[src/tdmvp_pkg.sv]
// package of constants and types for the tdm voice port
// Function
// - reset high 1us restores power-up registers
// - open-drain slot indicator low during slot
// - transmit line floats outside assigned slot
// - transmit bits change on bit clock rise
// - receive line ignored outside assigned slot
// - receive bits sampled on bit clock fall
// - non-delayed mode: sync starts own slot
// - delayed mode: counter locates slots
// - signaling output high when signaling active
// - uart lines carry characters in and out
// - frame mode taken from control bit 3
// - slots are eight bits from sync
// - slot indicator low first 7.5 bits
// - slot assignment only in delayed mode
package tdmvp_pkg;

  // ****************************************
  // timing
  // ****************************************
  localparam int unsigned CLK_PERIOD_PS   = 5000;
  localparam int unsigned RESET_HOLD_NS   = 1000;
  localparam int unsigned RESET_HOLD_CYC  = (RESET_HOLD_NS * 1000 + CLK_PERIOD_PS - 1) / CLK_PERIOD_PS;
  localparam int unsigned SLOT_BITS       = 8;

  // ****************************************
  // control register layout and reset values
  // ****************************************
  localparam int unsigned CTRL_DELAYED_BIT = 3;
  localparam logic [7:0]  CTRL_RESET       = 8'h00;
  localparam logic [7:0]  TX_BYTE_RESET   = 8'hFF;
  localparam logic [7:0]  SLOT_RESET      = 8'h00;

  typedef enum logic [1:0] {
    TDMVP_IDLE  = 2'b00,
    TDMVP_WAIT  = 2'b01,
    TDMVP_SLOT  = 2'b10
  } tdmvp_state_t;

  // programmable registers of the port
  typedef struct packed {
    logic [7:0] codec_control_reg;
    logic [7:0] slot_num;
    logic [7:0] tx_byte;
  } tdmvp_cfg_t;

  // pin-side link signals after synchronising
  typedef struct packed {
    logic bclk;
    logic fsync;
    logic din;
  } tdmvp_link_t;

endpackage : tdmvp_pkg

[src/tdmvp_sync.sv]
// two-stage synchroniser for pin inputs
`timescale 1ns/10ps
`default_nettype none
module tdmvp_sync
  import tdmvp_pkg::*;
#(
  parameter int unsigned WIDTH = 3
) (
  // clock and reset
  input  wire logic             mclk,
  input  wire logic             reset_n,
  // signals
  input  wire logic [WIDTH-1:0] async_in,
  output var  logic [WIDTH-1:0] sync_out
);

  if (WIDTH < 1) begin : g_bad_width
    $error("tdmvp_sync: WIDTH must be at least 1");
  end

  typedef struct packed {
    logic [WIDTH-1:0] s1;
    logic [WIDTH-1:0] s2;
  } tdmvp_sync_st_t;

  tdmvp_sync_st_t st_q;
  tdmvp_sync_st_t st_d;

  always_comb begin
    st_d    = st_q;
    st_d.s1 = async_in;
    st_d.s2 = st_q.s1;
  end

  always_ff @(posedge mclk) begin
    if (!reset_n) begin
      st_q <= '0;
    end else begin
      st_q <= st_d;
    end
  end

  assign sync_out = st_q.s2;

endmodule // tdmvp_sync
`default_nettype wire

[src/tdmvp_port.sv]
// tdm voice port: slot timing, shift registers, indicator and reset stretch
`timescale 1ns/10ps
`default_nettype none
module tdmvp_port
  import tdmvp_pkg::*;
#(
  parameter int unsigned SLOT_COUNT_W = 8
) (
  // clock and reset
  input  wire logic       mclk,
  input  wire logic       reset_n,
  // module reset pin, active high
  input  wire logic       module_reset,
  // configuration writes from the control side
  input  wire logic       cfg_we,
  input  wire tdmvp_cfg_t cfg_wdata,
  output var  tdmvp_cfg_t cfg_rdata,
  // tdm link
  input  wire logic       bit_clk,
  input  wire logic       frame_sync_in,
  input  wire logic       tdm_in_line,
  output var  logic       tdm_out_line_o,
  output var  logic       tdm_out_line_oe,
  output var  logic       slot_active_n_o,
  output var  logic       slot_active_n_oe,
  // received byte
  output var  logic [7:0] rx_byte,
  output var  logic       rx_valid,
  // signaling and uart
  input  wire logic       signal_active,
  output var  logic       outgoing_signal_flag,
  input  wire logic       uart_rx_line,
  output var  logic       uart_rx_data,
  input  wire logic       uart_tx_data,
  output var  logic       uart_tx_line
);

  if (SLOT_COUNT_W < 3) begin : g_cnt_too_narrow
    $error("tdmvp_port: SLOT_COUNT_W below 3");
  end
  if (SLOT_COUNT_W > 16) begin : g_cnt_too_wide
    $error("tdmvp_port: SLOT_COUNT_W above 16");
  end

  // ****************************************
  // pin synchronisers
  // ****************************************
  tdmvp_link_t link_s;
  logic        rst_pin_s;
  logic        urx_s;
  logic [4:0]  pin_raw;
  logic [4:0]  pin_s;

  assign pin_raw = {bit_clk, frame_sync_in, tdm_in_line, module_reset, uart_rx_line};

  tdmvp_sync #(
    .WIDTH (5)
  ) u_sync (
    .mclk     (mclk),
    .reset_n  (reset_n),
    .async_in (pin_raw),
    .sync_out (pin_s)
  );

  // bit clock, sync and data share one chain so their edges stay aligned
  assign link_s    = tdmvp_link_t'(pin_s[4:2]);
  assign rst_pin_s = pin_s[1];
  assign urx_s     = pin_s[0];

  // ****************************************
  // state
  // ****************************************
  typedef struct packed {
    tdmvp_cfg_t             cfg;
    tdmvp_state_t           state;
    logic                   bclk_prev;
    logic                   sync_prev;
    logic [SLOT_COUNT_W-1:0] bit_cnt;
    logic [2:0]             slot_bit;
    logic [7:0]             tx_sh;
    logic [7:0]             rx_sh;
    logic [7:0]             rx_byte;
    logic                   rx_valid;
    logic                   dout;
    logic                   dout_en;
    logic                   ind_low;
    logic [8:0]             rst_cnt;
    logic                   sig;
    logic                   urx;
    logic                   utx;
  } tdmvp_st_t;

  tdmvp_st_t st_q;
  tdmvp_st_t st_d;

  // ****************************************
  // slot timing
  // ****************************************
  logic                    bclk_rise;
  logic                    bclk_fall;
  logic                    sync_rise;
  logic                    delayed_mode;
  logic [SLOT_COUNT_W-1:0] slot_start;

  // edge history resets low like the idle pins, so no false edge follows reset
  assign bclk_rise    = link_s.bclk & ~st_q.bclk_prev;
  assign bclk_fall    = ~link_s.bclk & st_q.bclk_prev;
  assign sync_rise    = link_s.fsync & ~st_q.sync_prev;
  assign delayed_mode = st_q.cfg.codec_control_reg[CTRL_DELAYED_BIT];
  // slot number only counts in delayed mode
  // slots beyond the counter width wrap: size SLOT_COUNT_W to the frame length
  assign slot_start   = delayed_mode ? SLOT_COUNT_W'({st_q.cfg.slot_num, 3'b000}) : '0;

  // ****************************************
  // next state
  // ****************************************
  always_comb begin
    st_d           = st_q;
    st_d.bclk_prev = link_s.bclk;
    st_d.sync_prev = link_s.fsync;
    st_d.rx_valid  = 1'b0;
    st_d.sig       = signal_active;
    st_d.urx       = urx_s;
    st_d.utx       = uart_tx_data;
    if (cfg_we) begin
      st_d.cfg = cfg_wdata;
    end
    // bit counter restarts each sync, sync marks frame or slot start
    if (sync_rise) begin
      st_d.bit_cnt  = '0;
      st_d.state    = (slot_start == '0) ? TDMVP_SLOT : TDMVP_WAIT;
      st_d.slot_bit = '0;
      st_d.tx_sh    = st_q.cfg.tx_byte;
    end else if (bclk_fall && st_q.state != TDMVP_IDLE) begin
      st_d.bit_cnt = st_q.bit_cnt + 1'b1;
    end
    unique case (st_q.state)
      TDMVP_IDLE: begin
        st_d.dout_en = 1'b0;
      end
      TDMVP_WAIT: begin
        if (!sync_rise && bclk_fall && (st_q.bit_cnt + 1'b1) == slot_start) begin
          st_d.state = TDMVP_SLOT;
        end
      end
      TDMVP_SLOT: begin
        // drive each bit on bit clock rise
        if (bclk_rise) begin
          st_d.dout    = st_q.tx_sh[7];
          st_d.tx_sh   = {st_q.tx_sh[6:0], 1'b1};
          st_d.dout_en = 1'b1;
          st_d.ind_low = 1'b1;
        end
        // sample only inside the slot, on fall
        if (bclk_fall && st_q.dout_en && !sync_rise) begin
          st_d.rx_sh    = {st_q.rx_sh[6:0], link_s.din};
          st_d.slot_bit = st_q.slot_bit + 1'b1;
          if (st_q.slot_bit == 3'(SLOT_BITS - 1)) begin
            st_d.rx_byte  = {st_q.rx_sh[6:0], link_s.din};
            st_d.rx_valid = 1'b1;
            st_d.ind_low  = 1'b0;
          end
        end
        // release the line at the rise after the eighth bit
        if (bclk_rise && st_q.ind_low == 1'b0 && st_q.dout_en) begin
          st_d.state   = TDMVP_IDLE;
          st_d.dout_en = 1'b0;
          st_d.ind_low = 1'b0;
        end
      end
    endcase
    if (sync_rise) begin
      st_d.dout_en = 1'b0;
      st_d.ind_low = 1'b0;
    end
    // module reset pin stretched check: held 1us restores registers
    if (rst_pin_s) begin
      if (st_q.rst_cnt != 9'(RESET_HOLD_CYC)) begin
        st_d.rst_cnt = st_q.rst_cnt + 1'b1;
      end
    end else begin
      st_d.rst_cnt = '0;
    end
    if (rst_pin_s && st_q.rst_cnt >= 9'(RESET_HOLD_CYC - 1)) begin
      st_d.cfg.codec_control_reg = CTRL_RESET;
      st_d.cfg.slot_num          = SLOT_RESET;
      st_d.cfg.tx_byte           = TX_BYTE_RESET;
      st_d.state                 = TDMVP_IDLE;
      st_d.dout_en               = 1'b0;
      st_d.ind_low               = 1'b0;
    end
  end

  // ****************************************
  // register update
  // ****************************************
  always_ff @(posedge mclk) begin
    if (!reset_n) begin
      st_q                       <= '0;
      st_q.cfg.codec_control_reg <= CTRL_RESET;
      st_q.cfg.slot_num          <= SLOT_RESET;
      st_q.cfg.tx_byte           <= TX_BYTE_RESET;
      st_q.state                 <= TDMVP_IDLE;
    end else begin
      st_q <= st_d;
    end
  end

  // ****************************************
  // outputs
  // ****************************************
  assign cfg_rdata            = st_q.cfg;
  assign tdm_out_line_o       = st_q.dout;
  assign tdm_out_line_oe      = st_q.dout_en;
  assign slot_active_n_o      = 1'b0;
  assign slot_active_n_oe     = st_q.ind_low;
  assign rx_byte              = st_q.rx_byte;
  assign rx_valid             = st_q.rx_valid;
  assign outgoing_signal_flag = st_q.sig;
  assign uart_rx_data         = st_q.urx;
  assign uart_tx_line         = st_q.utx;

endmodule // tdmvp_port
`default_nettype wire

[config.mk]
export PLATFORM = sky130hd
export DESIGN_NAME = tdmvp_port
export DESIGN_NICKNAME = d
export VERILOG_FILES = /design/src/tdmvp_pkg.sv /design/src/tdmvp_sync.sv /design/src/tdmvp_port.sv
export SDC_FILE = /design/constraint.sdc
export NUM_CORES = 1
export LEC_CHECK = 0
export BUFFER_PORTS_ARGS = -buffer_cell sky130_fd_sc_hd__buf_2
export CAP_MARGIN = 25
export CORE_MARGIN = 1.5
export CORE_UTILIZATION = 45
export CTS_BUF_LIST = sky130_fd_sc_hd__clkbuf_4
export DETAILED_ROUTE_END_ITERATION = 10
export PLACE_DENSITY = 0.74
export SYNTH_ARGS = -nofsm -noshare
export SYNTH_HDL_FRONTEND = slang
export SYNTH_SLANG_ARGS = --single-unit
[constraint.sdc]
create_clock -name mclk -period 5.6 [get_ports mclk]
set_input_delay 1.12 -clock mclk [delete_from_list [all_inputs] [get_ports mclk]]
set_output_delay 1.12 -clock mclk [all_outputs]
set_load 0.005 [all_outputs]
==> metrics.md, run 1 <==
| Metric | Value |
|---|---|
| Crit path DAT | between 2 and 3 ns |
| Core Rows | 33 |
| Vias in the first global route | 2764 |
| # diodes | 0 |
| Min-Delay Path Class | register to register |
| Nets@finish | 503 |
| Width of the die | 95.9 µm |
| CTS tree | built |
| Worst skew pair latency | 0.45 ns |
| Number of synthesized flops with an enable pin | 0 |
| Unique masters post-synth | 50 |
| Routed WL | 7020 µm |
| Gate power share | under 10% |
| Peak supply drop | about 0.20 mV |
| Part of the power in registers | 57.1% |
| Clk sink count | 88 |
| Crit path capture type | register |
| Ports | 74 |
| Worst rel slew slack | 38.2% |
| Setup tns final | 0 ns |
| Die Span Y | 95.9 µm |
| Worst Max-Slew Pin Slew | 0.925 ns |
| Antenna-violating nets left | 0 |
| Syn Area/Cell | roughly 9.1 µm² |
| Post-Syn Area | 3890 µm² |
| PortBufs | 72 |
| Flops & latches, synth | about 90 |
| Min Tclk post-route | 2.53 ns |
| Post-layout util | approximately half |
| Via Count | 2896 |
| Unrepaired setup endpoints after global routing | false |
| CP Data Required Time | ~6.0 ns |
| Worst-path fanout max | 28 |
| Post-route cell area | 4220 µm² |
| Drt pass-1 iters | 4 |
| DP HPWL | 5030 µm |
| Hold_ws | 0.460 ns |
| Crit Path Class | input pin to register |
| Overall Global Routing Usage | 16.7% |
| Switching Fraction | approximately a quarter |
| Hold Buf Count CTS | 0 |
| Iter 0 DRT Violations | 80 |
| Setup violations, final | 0 |
| Clk root buf | clkbuf_4 |
| Internal power | 878 µW |
| Synth top area cells | dfxtp_1 45%, mux2i_1 8.2%, buf_4 6.4% |
| GR Overflow Total | 0 |
| Cell taking the most area after synthesis | dfxtp_1 |
| Sequential share of the synthesized area | 45.3% |
| Post_cts resized | 0 |
| Core footprint | between 8000 and 9000 µm² |
| Clk buf depth | 2 |
| Avg WL per Cell | 12.3 µm |
| Setup Skew | 0.0240 ns |
| Final hold viol count | 0 |
| Post-CTS Setup Bufs | 0 |
| Number of warnings issued by yosys | 0 |
| Status | complete, no violations |
| Final period util | a little under half |
| Syn_nets | 469 |
| Clock share of power | between 30% and 40% |
| Placed cell area | between 4000 and 5000 µm² |
| P_leak | 1.78 nW |
| Drc violations | 0 |
| Antenna violations before repair | 0 |
| Avg Vias per Cell | 5.07 |
| Largest net degree at the start of global routing | 29 |
| H-Tree Depth | 3 |
| Sw power | 287 µW |
| Routability Congestion | 0.825 |
| Async SR Flop Fraction | 0% |
| Synth Instances | 427 |
| Startpoint class of the critical path | input pin |
| Share of Yosys cell area claimed by the top area cell type | 45.3% |
| Die area | 9210 µm² |
| Max Transition Viols Final | 0 |
| Synthesis-to-finish area growth | 8.59% |
| Max Clk Rate | just under 400 MHz |
| Top FF cell, synth | dfxtp_1 |
| Share of layout cells above drive strength 1 | approximately 22% |
| Clk pin slew, worst setup/hold paths | 0.16 ns |
| Max-Cap Viols | 0 |
| Starting density of the core | 46.8% |
| PD cells | 276 nW/µm² |
| Total CTS buffers | 9 |
| First-pass GRT wire length | 12000 µm |
layout by cell type (no fill, tap or decap), types with 3 or more instances in the layout:
| cell | instances |
|---|---|
| dfxtp_1 | 88 |
| buf_2 | 72 |
| nor2_1 | 56 |
| nand2_1 | 52 |
| mux2i_1 | 32 |
| and2_1 | 17 |
| a21oi_1 | 14 |
| nand3_1 | 12 |
| xnor2_1 | 10 |
| o21ai_0 | 9 |
| xor2_1 | 9 |
| clkbuf_4 | 9 |
| a311oi_1 | 8 |
| ha_1 | 8 |
| inv_1 | 5 |
| nor2b_1 | 5 |
| nor3_1 | 5 |
| nand4_1 | 4 |
| nand2b_1 | 3 |
| and3_1 | 3 |
| nand3_2 | 3 |
| a211oi_1 | 3 |
registers in the layout, summed over array words and instances, names as in the netlist:
signal and cells:
st_q 39, cfg_rdata 24, rx_byte 8, u_sync.st_d 5, u_sync.sync_out 5, outgoing_signal_flag 1, rx_valid 1, slot_active_n_oe 1
tdm_out_line_o 1, tdm_out_line_oe 1, uart_rx_data 1, uart_tx_line 1
through the flow:
| stage | cells | setup WS [ns] | total power [mW] |
|---|---|---|---|
| 5_1_grt | 571 | 2.91 | 1.22 |
| 4_1_cts | 571 | 3.07 | 1.18 |
| 3_5_place_dp | 555 | 2.60 | 0.766 |
| 6_report | 571 | 3.07 | 1.16 |
| 2_1_floorplan | 427 | 3.34 | 0.747 |
| 3_3_place_gp | 555 | 2.70 | 0.763 |
cell type report:
class | count | area (µm²)
timing repair buffer | 72 | 360
clock inverter | 7 | 101
inverter | 6 | 22.5
multi-input combinational | 284 | 1780
sequential | 88 | 1760
fill | 752 | 4080
clock buffer | 9 | 67.6
tap | 105 | 131
worst max-delay path, stage by stage:
cell	delay, ns
buf_2	0.26
inv_2	0.26
o22ai_1	0.77
nand2_1	0.17
a311oi_1	0.29
power groups by stage:
stage	Clock, mW	Sequential [mW]	Combinational, mW
after global placement	0	0.677	0.0853
after detailed placement	0	0.678	0.0883
after global routing	0.449	0.669	0.0982
final	0.413	0.664	0.0872
after floorplan	0	0.674	0.0729
after CTS	0.424	0.665	0.0886
per-layer routing:
layer | wire length (µm) | track usage (%) | vias up
li1 | - | - | 1474
met3 | 270 | 4.11 | 15
met4 | 170 | 8.58 | 0
met5 | 0 | 0 | -
met2 | 3290 | 27.3 | 57
met1 | 3290 | 20.3 | 1350
cells in the mapped netlist, drive strengths merged, types with 3 or more instances:
| library cell | n |
|---|---|
| mux2i | 32 |
| o21ai | 9 |
| and2 | 17 |
| xnor2 | 10 |
| xor2 | 9 |
| dfxtp | 88 |
| a21oi | 14 |
| nand3 | 15 |
| nor2 | 58 |
| nand2 | 53 |
| ha | 8 |
| a211oi | 3 |
| nand2b | 3 |
| mux2 | 3 |
| nor3 | 6 |
| clkbuf | 14 |
| nand4 | 4 |
| and3 | 3 |
| inv | 6 |
| a311oi | 8 |
| nor2b | 5 |
| buf | 35 |
final timing paths:
path / startpoint / end / slack (ns) / cells after the start
setup reg to reg: st_q[3]$_SDFFE_PN0P_ / tdm_out_line_oe$_SDFFE_PP0P_ / 3.40 / 6
hold reg to reg: u_sync.sync_out[0]$_SDFF_PN0_ / uart_rx_data$_SDFF_PN0_ / 0.46 / 1
setup / recovery: reset_n / tdm_out_line_oe$_SDFFE_PP0P_ / 3.07 / 5
hold / removal: u_sync.sync_out[0]$_SDFF_PN0_ / uart_rx_data$_SDFF_PN0_ / 0.46 / 1
cells by family after synthesis:
family | share of synthesized area (%)
buffers and inverters | 8.98
AOI/OAI and AO/OA | 7.85
xor gates and xnor gates | 4.28
muxes | 9.20
other | 0.0965
DFF | 45.3
and+or+nand+nor | 21.7
adders and majority gates | 2.57
(Power assumes the default switching activity.)
==> run 2, diff against run 1 <==
Settings changed: ABC_AREA set to 1, PLACE_DENSITY 0.74 to 0.77.
Clock period 5.6 ns to 2.32 ns, I/O delays scaled along.
==> run 2 against run 1 <==
Compared with the run above:
- combinational power rose by 110%
- count of clock-buffer cells in the layout rose by 1
- sequential cell count did not move
- largest cell class is now sequential cells
- largest power group unchanged
- highest routed layer unchanged
==> metrics.md, run 2 <==
| Metric | Value |
|---|---|
| Synthesis-to-finish area growth | 8.21% |
| Core Rows | 33 (unchanged) |
| # diodes | 0 (unchanged) |
| Drc violations | 0 (unchanged) |
| Crit Path Class | register to register |
| Starting density of the core | 46.4% (-0.42 points) |
| Largest net degree at the start of global routing | 26 (-10%) |
| Status | complete, no violations |
| Startpoint class of the critical path | register |
| Final hold viol count | 0 (unchanged) |
| Ports | 74 (unchanged) |
| Clk sink count | 88 (unchanged) |
| Die area | 8990 µm² (-2.3%) |
| Routability Congestion | 0.869 (+5.3%) |
| Final non-filler cell total | 658 (+15%) |
| Largest register FFs | 39 (unchanged) |
| Clk buf depth | 2 (unchanged) |
| Worst skew pair latency | 0.42 ns (-0.03 ns) |
| Synth top area cells | dfxtp_1 46%, nand2_1 12%, buf_4 6.5% |
| Most common cell in the netlist | nand2_1 |
| Syn Area/Cell | 7.41 µm² (-19%) |
| Max-Cap Viols | 0 (unchanged) |
| Crit path capture type | register |
| Top FF cell, synth | dfxtp_1 |
| Max Transition Viols Final | 0 (unchanged) |
| Total CTS buffers | 9 (unchanged) |
| Most flops, register | st_q |
| Clk pin slew, worst setup/hold paths | 0.13 ns (-0.03 ns) |
| Placed Cells | 643 (+16%) |
| DP HPWL | 5390 µm (+7.0%) |
| Worst Max-Slew Pin Slew | 0.727 ns (-0.198 ns) |
| Number of warnings issued by yosys | 0 (unchanged) |
| Overall Global Routing Usage | 17.5% (+0.75 points) |
| Unrepaired setup endpoints after global routing | false |
| Post_cts resized | 0 (unchanged) |
| PD cells | 605 nW/µm² (+120%) |
| Fillcell total | 808 (+7.4%) |
| Unique masters post-synth | 30 (-40%) |
| Share of layout cells above drive strength 1 | 17.4% (-4.7 points) |
| Most frequent cells in the layout | 126 x nand2_1, 88 x dfxtp_1, 72 x buf_2, 59 x inv_1, 46 x a21oi_1 |
| Routed WL | 7300 µm (+4.0%) |
| Hold Buf Count CTS | 0 (unchanged) |
| Cell taking the most area after synthesis | dfxtp_1 |
| Worst-path fanout max | 12 (-57%) |
| CP Data Required Time | 2.63 ns (-3.32 ns) |
| Post-Synth XOR/XNOR Area | 0.231% (-4.0 points) |
| Avg Vias per Cell | 4.89 (-3.5%) |
| P_leak | 1.97 nW (+11%) |
| Flops & latches, synth | 88 (unchanged) |
| Mux cell area share after synthesis | 0% (-9.2 points) |
| Min-Delay Path Class | input pin to register |
| CTS tree | built |
| Crit path DAT | 2.21 ns (-0.67 ns) |
| Post-CTS Setup Bufs | 0 (unchanged) |
| GR Overflow Total | 0 (unchanged) |
| Min Tclk post-route | 1.90 ns |
| Synth top cells by count | 126 x nand2_1, 88 x dfxtp_1, 59 x inv_1 |
| Clk root buf | clkbuf_4 |
| Setup violations, final | 0 (unchanged) |
| Antenna violations before repair | 0 (unchanged) |
| Share of Yosys cell area claimed by the top area cell type | 46.4% (+1.1 points) |
| Iter 0 DRT Violations | 231 (+190%) |
| First-pass GRT wire length | 12500 µm (+5.0%) |
| Synth Area in Simple Gates | 22.8% (+1.1 points) |
| Commonest non-fill, non-tap cell in the layout | nand2_1 |
| Adder-Cell Fraction of Synth Area | 2.64% (+0.063 points) |
| Setup Skew | 0.0153 ns (-0.00871 ns) |
| Width of the die | 94.8 µm (-1.2%) |
| PortBufs | 72 (unchanged) |
| Post-Syn Area | 3790 µm² (-2.4%) |
| Final period util | 82.0% |
| Die Span Y | 94.8 µm (-1.2%) |
| H-Tree Depth | 3 (unchanged) |
| Nets@finish | 591 (+17%) |
| Antenna-violating nets left | 0 (unchanged) |
| Synth Instances | 512 (+20%) |
| Syn_nets | 554 (+18%) |
| Setup tns final | 0 ns (unchanged) |
| Peak supply drop | 0.352 mV (+80%) |
| Total power | 2.48 mW (+110%) |
| Number of synthesized flops with an enable pin | 0 (unchanged) |
| Max Clk Rate | between 500 and 600 MHz |
| Worst rel slew slack | 51.5% (+13 points) |
| Post-synthesis compound-gate area fraction | 13.6% (+5.8 points) |
| Via Count | 3219 (+11%) |
| Largest family of logic cells by synthesized area | simple AND/OR/NAND/NOR gates |
| Drt pass-1 iters | 5 (+1) |
| Async SR Flop Fraction | 0% (unchanged) |
| Sequential share of the synthesized area | 46.4% (+1.1 points) |
| Avg WL per Cell | 11.1 µm (-9.7%) |
| Vias in the first global route | 3004 (+8.7%) |
| Core footprint | 8180 µm² (-1.5%) |
| FF-to-FF path depth | 7 (+1) |
| Hold Path Depth | 3 (+2) |
run 2: cell types whose count changed in the layout (fill, tap and decap cells not counted), sizes merged, moves of 20 or more:
cell   before  now
a21oi      14   46
inv         9   60
mux2i      32    0
nand2      53  128
nor2       58   38
o21ai       9   35
run 2: area by class of cell:
class	instances	area, µm²	area share (%)
multi-input cells	315	1490	36.4
inverters	59	221	5.39
well taps	105	131	3.20
flip-flops and latches	88	1760	42.9
clock inverters	5	32.5	0.792
repair buffers	76	390	9.51
clock buffers	10	75.1	1.83
run 2: logic make-up after synthesis:
kind of cell / count (synthesis)
AND/OR/NAND/NOR: 208
buffers and inverters: 109
AO/OA/AOI/OAI: 97
flip-flops: 88
adder cells (fa/ha/maj): 8
XOR/XNOR: 1
other: 1
run 2: path summary, 6_finish.rpt:
check | from | end | slack, ns
worst max-delay path | st_q[53]$_SDFF_PP0_ | rx_byte[6]$_SDFFE_PN0P_ | 0.42
worst min-delay path | uart_rx_line | u_sync.st_d[0]$_SDFF_PN0_ | 0.22
worst max register to register | st_q[53]$_SDFF_PP0_ | rx_byte[6]$_SDFFE_PN0P_ | 0.42
worst min register to register | u_sync.st_d[2]$_SDFF_PN0_ | u_sync.sync_out[2]$_SDFF_PN0_ | 0.42
run 2: per-layer routing:
metal | vias to the layer above | track usage (%) | wire (µm)
li1 | 1681 | - | -
met1 | 1466 | 20.1 | 3260
met2 | 63 | 31.4 | 3690
met3 | 9 | 2.66 | 237
met4 | 0 | 8.21 | 108
met5 | - | 0 | 0
run 2: through the flow:
step | utilization (%) | setup slack, ns | hold WS, ns | cell area (µm²)
after CTS | 50.2 | 0.430 | 0.202 | 4110
after global routing | 50.2 | 0.158 | 0.221 | 4110
final | 50.2 | 0.417 | 0.221 | 4110
after detailed placement | 48.9 | 0.458 | 0.396 | 4000
after floorplan | - | 0.954 | 0.390 | 3790
after global placement | 48.9 | 0.537 | 0.397 | 4000
run 2: critical path, stage by stage (launching register included):
cell	delay [ns]
dfxtp_1	0.33
inv_1	0.10
ha_1	0.22
inv_1	0.09
nor2_1	0.49
inv_1	0.28
nor2_1	0.18
a21oi_1	0.09
run 2: where the power goes:
group / total (mW) / leakage, nW / internal (mW) / switching [mW]
clock network: 0.722 / 0.0563 / 0.225 / 0.497
logic: 0.180 / 1.19 / 0.0777 / 0.102
registers: 1.58 / 0.718 / 1.56 / 0.0261
==> run 3, diff against run 2 <==
Settings changed: PLACE_DENSITY 0.77 to 0.74.
Clock period 2.32 ns to 1.86 ns, I/O delays scaled along.
==> run 3 against run 2 <==
Compared with the run above:
- routed wire length increased by 4.4%
- core utilization is 0.72 points higher
- global-route usage increased by 1.2 points
- maximum frequency increased by 12%
- die area stayed put
- via count down 0.12%
- sequential share of layout area fell by 0.61 points
- sequential power grew 25%
- clock power grew 48%
- non-clock buffer count rose by 4
- critical path depth is 1 lower
==> metrics.md, run 3 (synthesis results as in run 2) <==
| Metric | Value |
|---|---|
| Hold Path Depth | 3 (unchanged) |
| Clk sink count | 88 (unchanged) |
| Drt pass-1 iters | 4 (-1) |
| Setup tns final | 0 ns (unchanged) |
| Setup violations, final | 0 (unchanged) |
| Status | complete, no violations |
| Routability Congestion | 0.876 (+0.83%) |
| Critical Path Max Stage Delay | 0.40 ns (-0.09 ns) |
| Worst Hold End | u_sync.st_d[0]$_SDFF_PN0_ |
| Max-Cap Viols | 0 (unchanged) |
| DP HPWL | 5500 µm (+2.1%) |
| PD cells | 787 nW/µm² (+30%) |
| Drc violations | 0 (unchanged) |
| Post-layout util | 50.9% (+0.72 points) |
| Post-route cell area | 4170 µm² (+1.4%) |
| PortBufs | 72 (unchanged) |
| Commonest non-fill, non-tap cell in the layout | nand2_1 |
| CTS tree | built |
| Largest net degree at the start of global routing | 46 (+77%) |
| Width of the die | 94.8 µm (unchanged) |
| Overall Global Routing Usage | 18.6% (+1.2 points) |
| CP Data Required Time | 2.22 ns (-0.41 ns) |
| Min Tclk post-route | 1.70 ns (-0.207 ns) |
| Final hold viol count | 0 (unchanged) |
| Core footprint | 8180 µm² (unchanged) |
| Max Clk Rate | 590 MHz (+12%) |
| Crit path capture type | register |
| Largest register FFs | 39 (unchanged) |
| Crit-path cells | ha_1 > ha_1 > nand4_1 > inv_1 > o21ai_0 > a21oi_1 |
| Startpoint class of the critical path | register |
| Avg WL per Cell | 11.5 µm (+3.8%) |
| RR Endpoint | rx_byte[6]$_SDFFE_PN0P_ |
| FF-to-FF path depth | 6 (-1) |
| Worst skew pair latency | 0.43 ns (about the same) |
| Most frequent cells in the layout | 126 x nand2_1, 88 x dfxtp_1, 72 x buf_2, 58 x inv_1, 46 x a21oi_1 |
| Share of layout cells above drive strength 1 | 18.3% (+0.95 points) |
| Via Count | 3215 (-0.12%) |
| Clk buf depth | 2 (unchanged) |
| Worst-path fanout max | 8 (-4) |
| Antenna violations before repair | 0 (unchanged) |
| P_leak | 2.00 nW (+1.5%) |
| Setup Skew | 0.0133 ns (-0.00203 ns) |
| Crit Path Class | register to register |
| Unrepaired setup endpoints after global routing | false |
| Vias in the first global route | 3082 (+2.6%) |
| Die area | 8990 µm² (unchanged) |
| Post-CTS Setup Bufs | 0 (unchanged) |
| Synthesis-to-finish area growth | 9.76% |
| Min-Delay Path Class | input pin to register |
| Clk pin slew, worst setup/hold paths | 0.14 ns (about the same) |
| R2R setup slack | 0.16 ns (-0.25 ns) |
| Clk root buf | clkbuf_4 |
| Worst setup path startpoint | st_q[40]$_SDFF_PN0_ |
| Total CTS buffers | 9 (unchanged) |
| Antenna-violating nets left | 0 (unchanged) |
| Final period util | 91.2% (+9.1 points) |
| H-Tree Depth | 3 (unchanged) |
| Ports | 74 (unchanged) |
| Placed cell area | 4030 µm² (+0.75%) |
| Avg Vias per Cell | 4.86 (-0.73%) |
| Crit path DAT | 2.05 ns (-0.16 ns) |
| Core Rows | 33 (unchanged) |
| # diodes | 0 (unchanged) |
| Starting density of the core | 46.4% (unchanged) |
| Peak supply drop | 0.425 mV (+21%) |
| Die Span Y | 94.8 µm (unchanged) |
| Nets@finish | 595 (+0.68%) |
| GR Overflow Total | 0 (unchanged) |
| Slowest CP cell | dfxtp_1 |
| Iter 0 DRT Violations | 205 (-11%) |
| Hold path startpoint | uart_rx_line |
| FF-to-FF Start | st_q[40]$_SDFF_PN0_ |
| Max Transition Viols Final | 0 (unchanged) |
| First-pass GRT wire length | 13300 µm (+6.2%) |
| Routed WL | 7620 µm (+4.4%) |
| Most flops, register | st_q |
| CP dominant cell by count | ha_1 |
-- run 3: changes by cell type in the layout (fill, tap and decap cells not counted) --
| cell | previous run | this run |
|---|---|---|
| bufinv_16 | 0 | 1 |
| clkinvlp_4 | 2 | 3 |
| clkbuf_4 | 10 | 9 |
| inv_2 | 0 | 1 |
| buf_4 | 4 | 8 |
| clkinv_1 | 1 | 0 |
| inv_8 | 0 | 1 |
| inv_6 | 1 | 0 |
| inv_1 | 59 | 58 |
-- run 3: how the worst max path moves through the flow --
stage	depth (start not counted)	to	slack, ns
finish	6	rx_byte[6]$_SDFFE_PN0P_	0.16
global route	6	rx_byte[6]$_SDFFE_PN0P_	0.04
CTS	9	tdm_out_line_oe$_SDFFE_PP0P_	0.18
detailed placement	9	tdm_out_line_oe$_SDFFE_PP0P_	0.21
global placement	6	rx_byte[0]$_SDFFE_PN0P_	0.26
floorplan	7	cfg_rdata[14]$_SDFFE_PP0P_	0.49
-- run 3: final cells by class --
class,count,area (µm²)
flip-flops and latches,88,1760
fillers,829,4010
multi-input cells,315,1490
well taps,105,131
clock buffers,9,67.6
repair buffers,80,420
inverters,59,221
clock inverters,6,68.8
-- run 3: metrics by stage --
step | std cells | setup slack (ns) | power [mW] | hold WS [ns]
6_report | 662 | 0.165 | 3.28 | 0.115
5_1_grt | 662 | 0.0357 | 3.43 | 0.0984
4_1_cts | 662 | 0.181 | 3.31 | 0.0915
3_5_place_dp | 647 | 0.212 | 2.25 | 0.399
3_3_place_gp | 647 | 0.262 | 2.24 | 0.392
2_1_floorplan | 512 | 0.494 | 2.18 | 0.390
-- run 3: worst max-delay path: cells and delay by family, from the launching register on --
| kind | cells | cell delay [ns] |
|---|---|---|
| simple gates | 1 | 0.29 |
| compound gates | 2 | 0.28 |
| fa+ha+maj | 2 | 0.37 |
| buf+inv | 1 | 0.28 |
| flops | 1 | 0.40 |
-- run 3: timing repair --
item | 4_1_cts | 5_1_grt
resized for setup | 0 | 1
hold buffers | 0 | 0
endpoints found under the setup margin | 0 | 1
-- run 3: where the power goes --
| part | internal, mW | switching, mW | total [mW] |
|---|---|---|---|
| sequential | 1.94 | 0.0330 | 1.97 |
| clock | 0.409 | 0.665 | 1.07 |
| combinational | 0.101 | 0.131 | 0.232 |
-- run 3: metal layers --
layer	up-vias	wire length [µm]	track usage, %
met5	-	0	0
met4	0	165	9.20
met3	14	279	3.06
met2	64	3670	31.3
met1	1447	3500	23.0
li1	1690	-	-
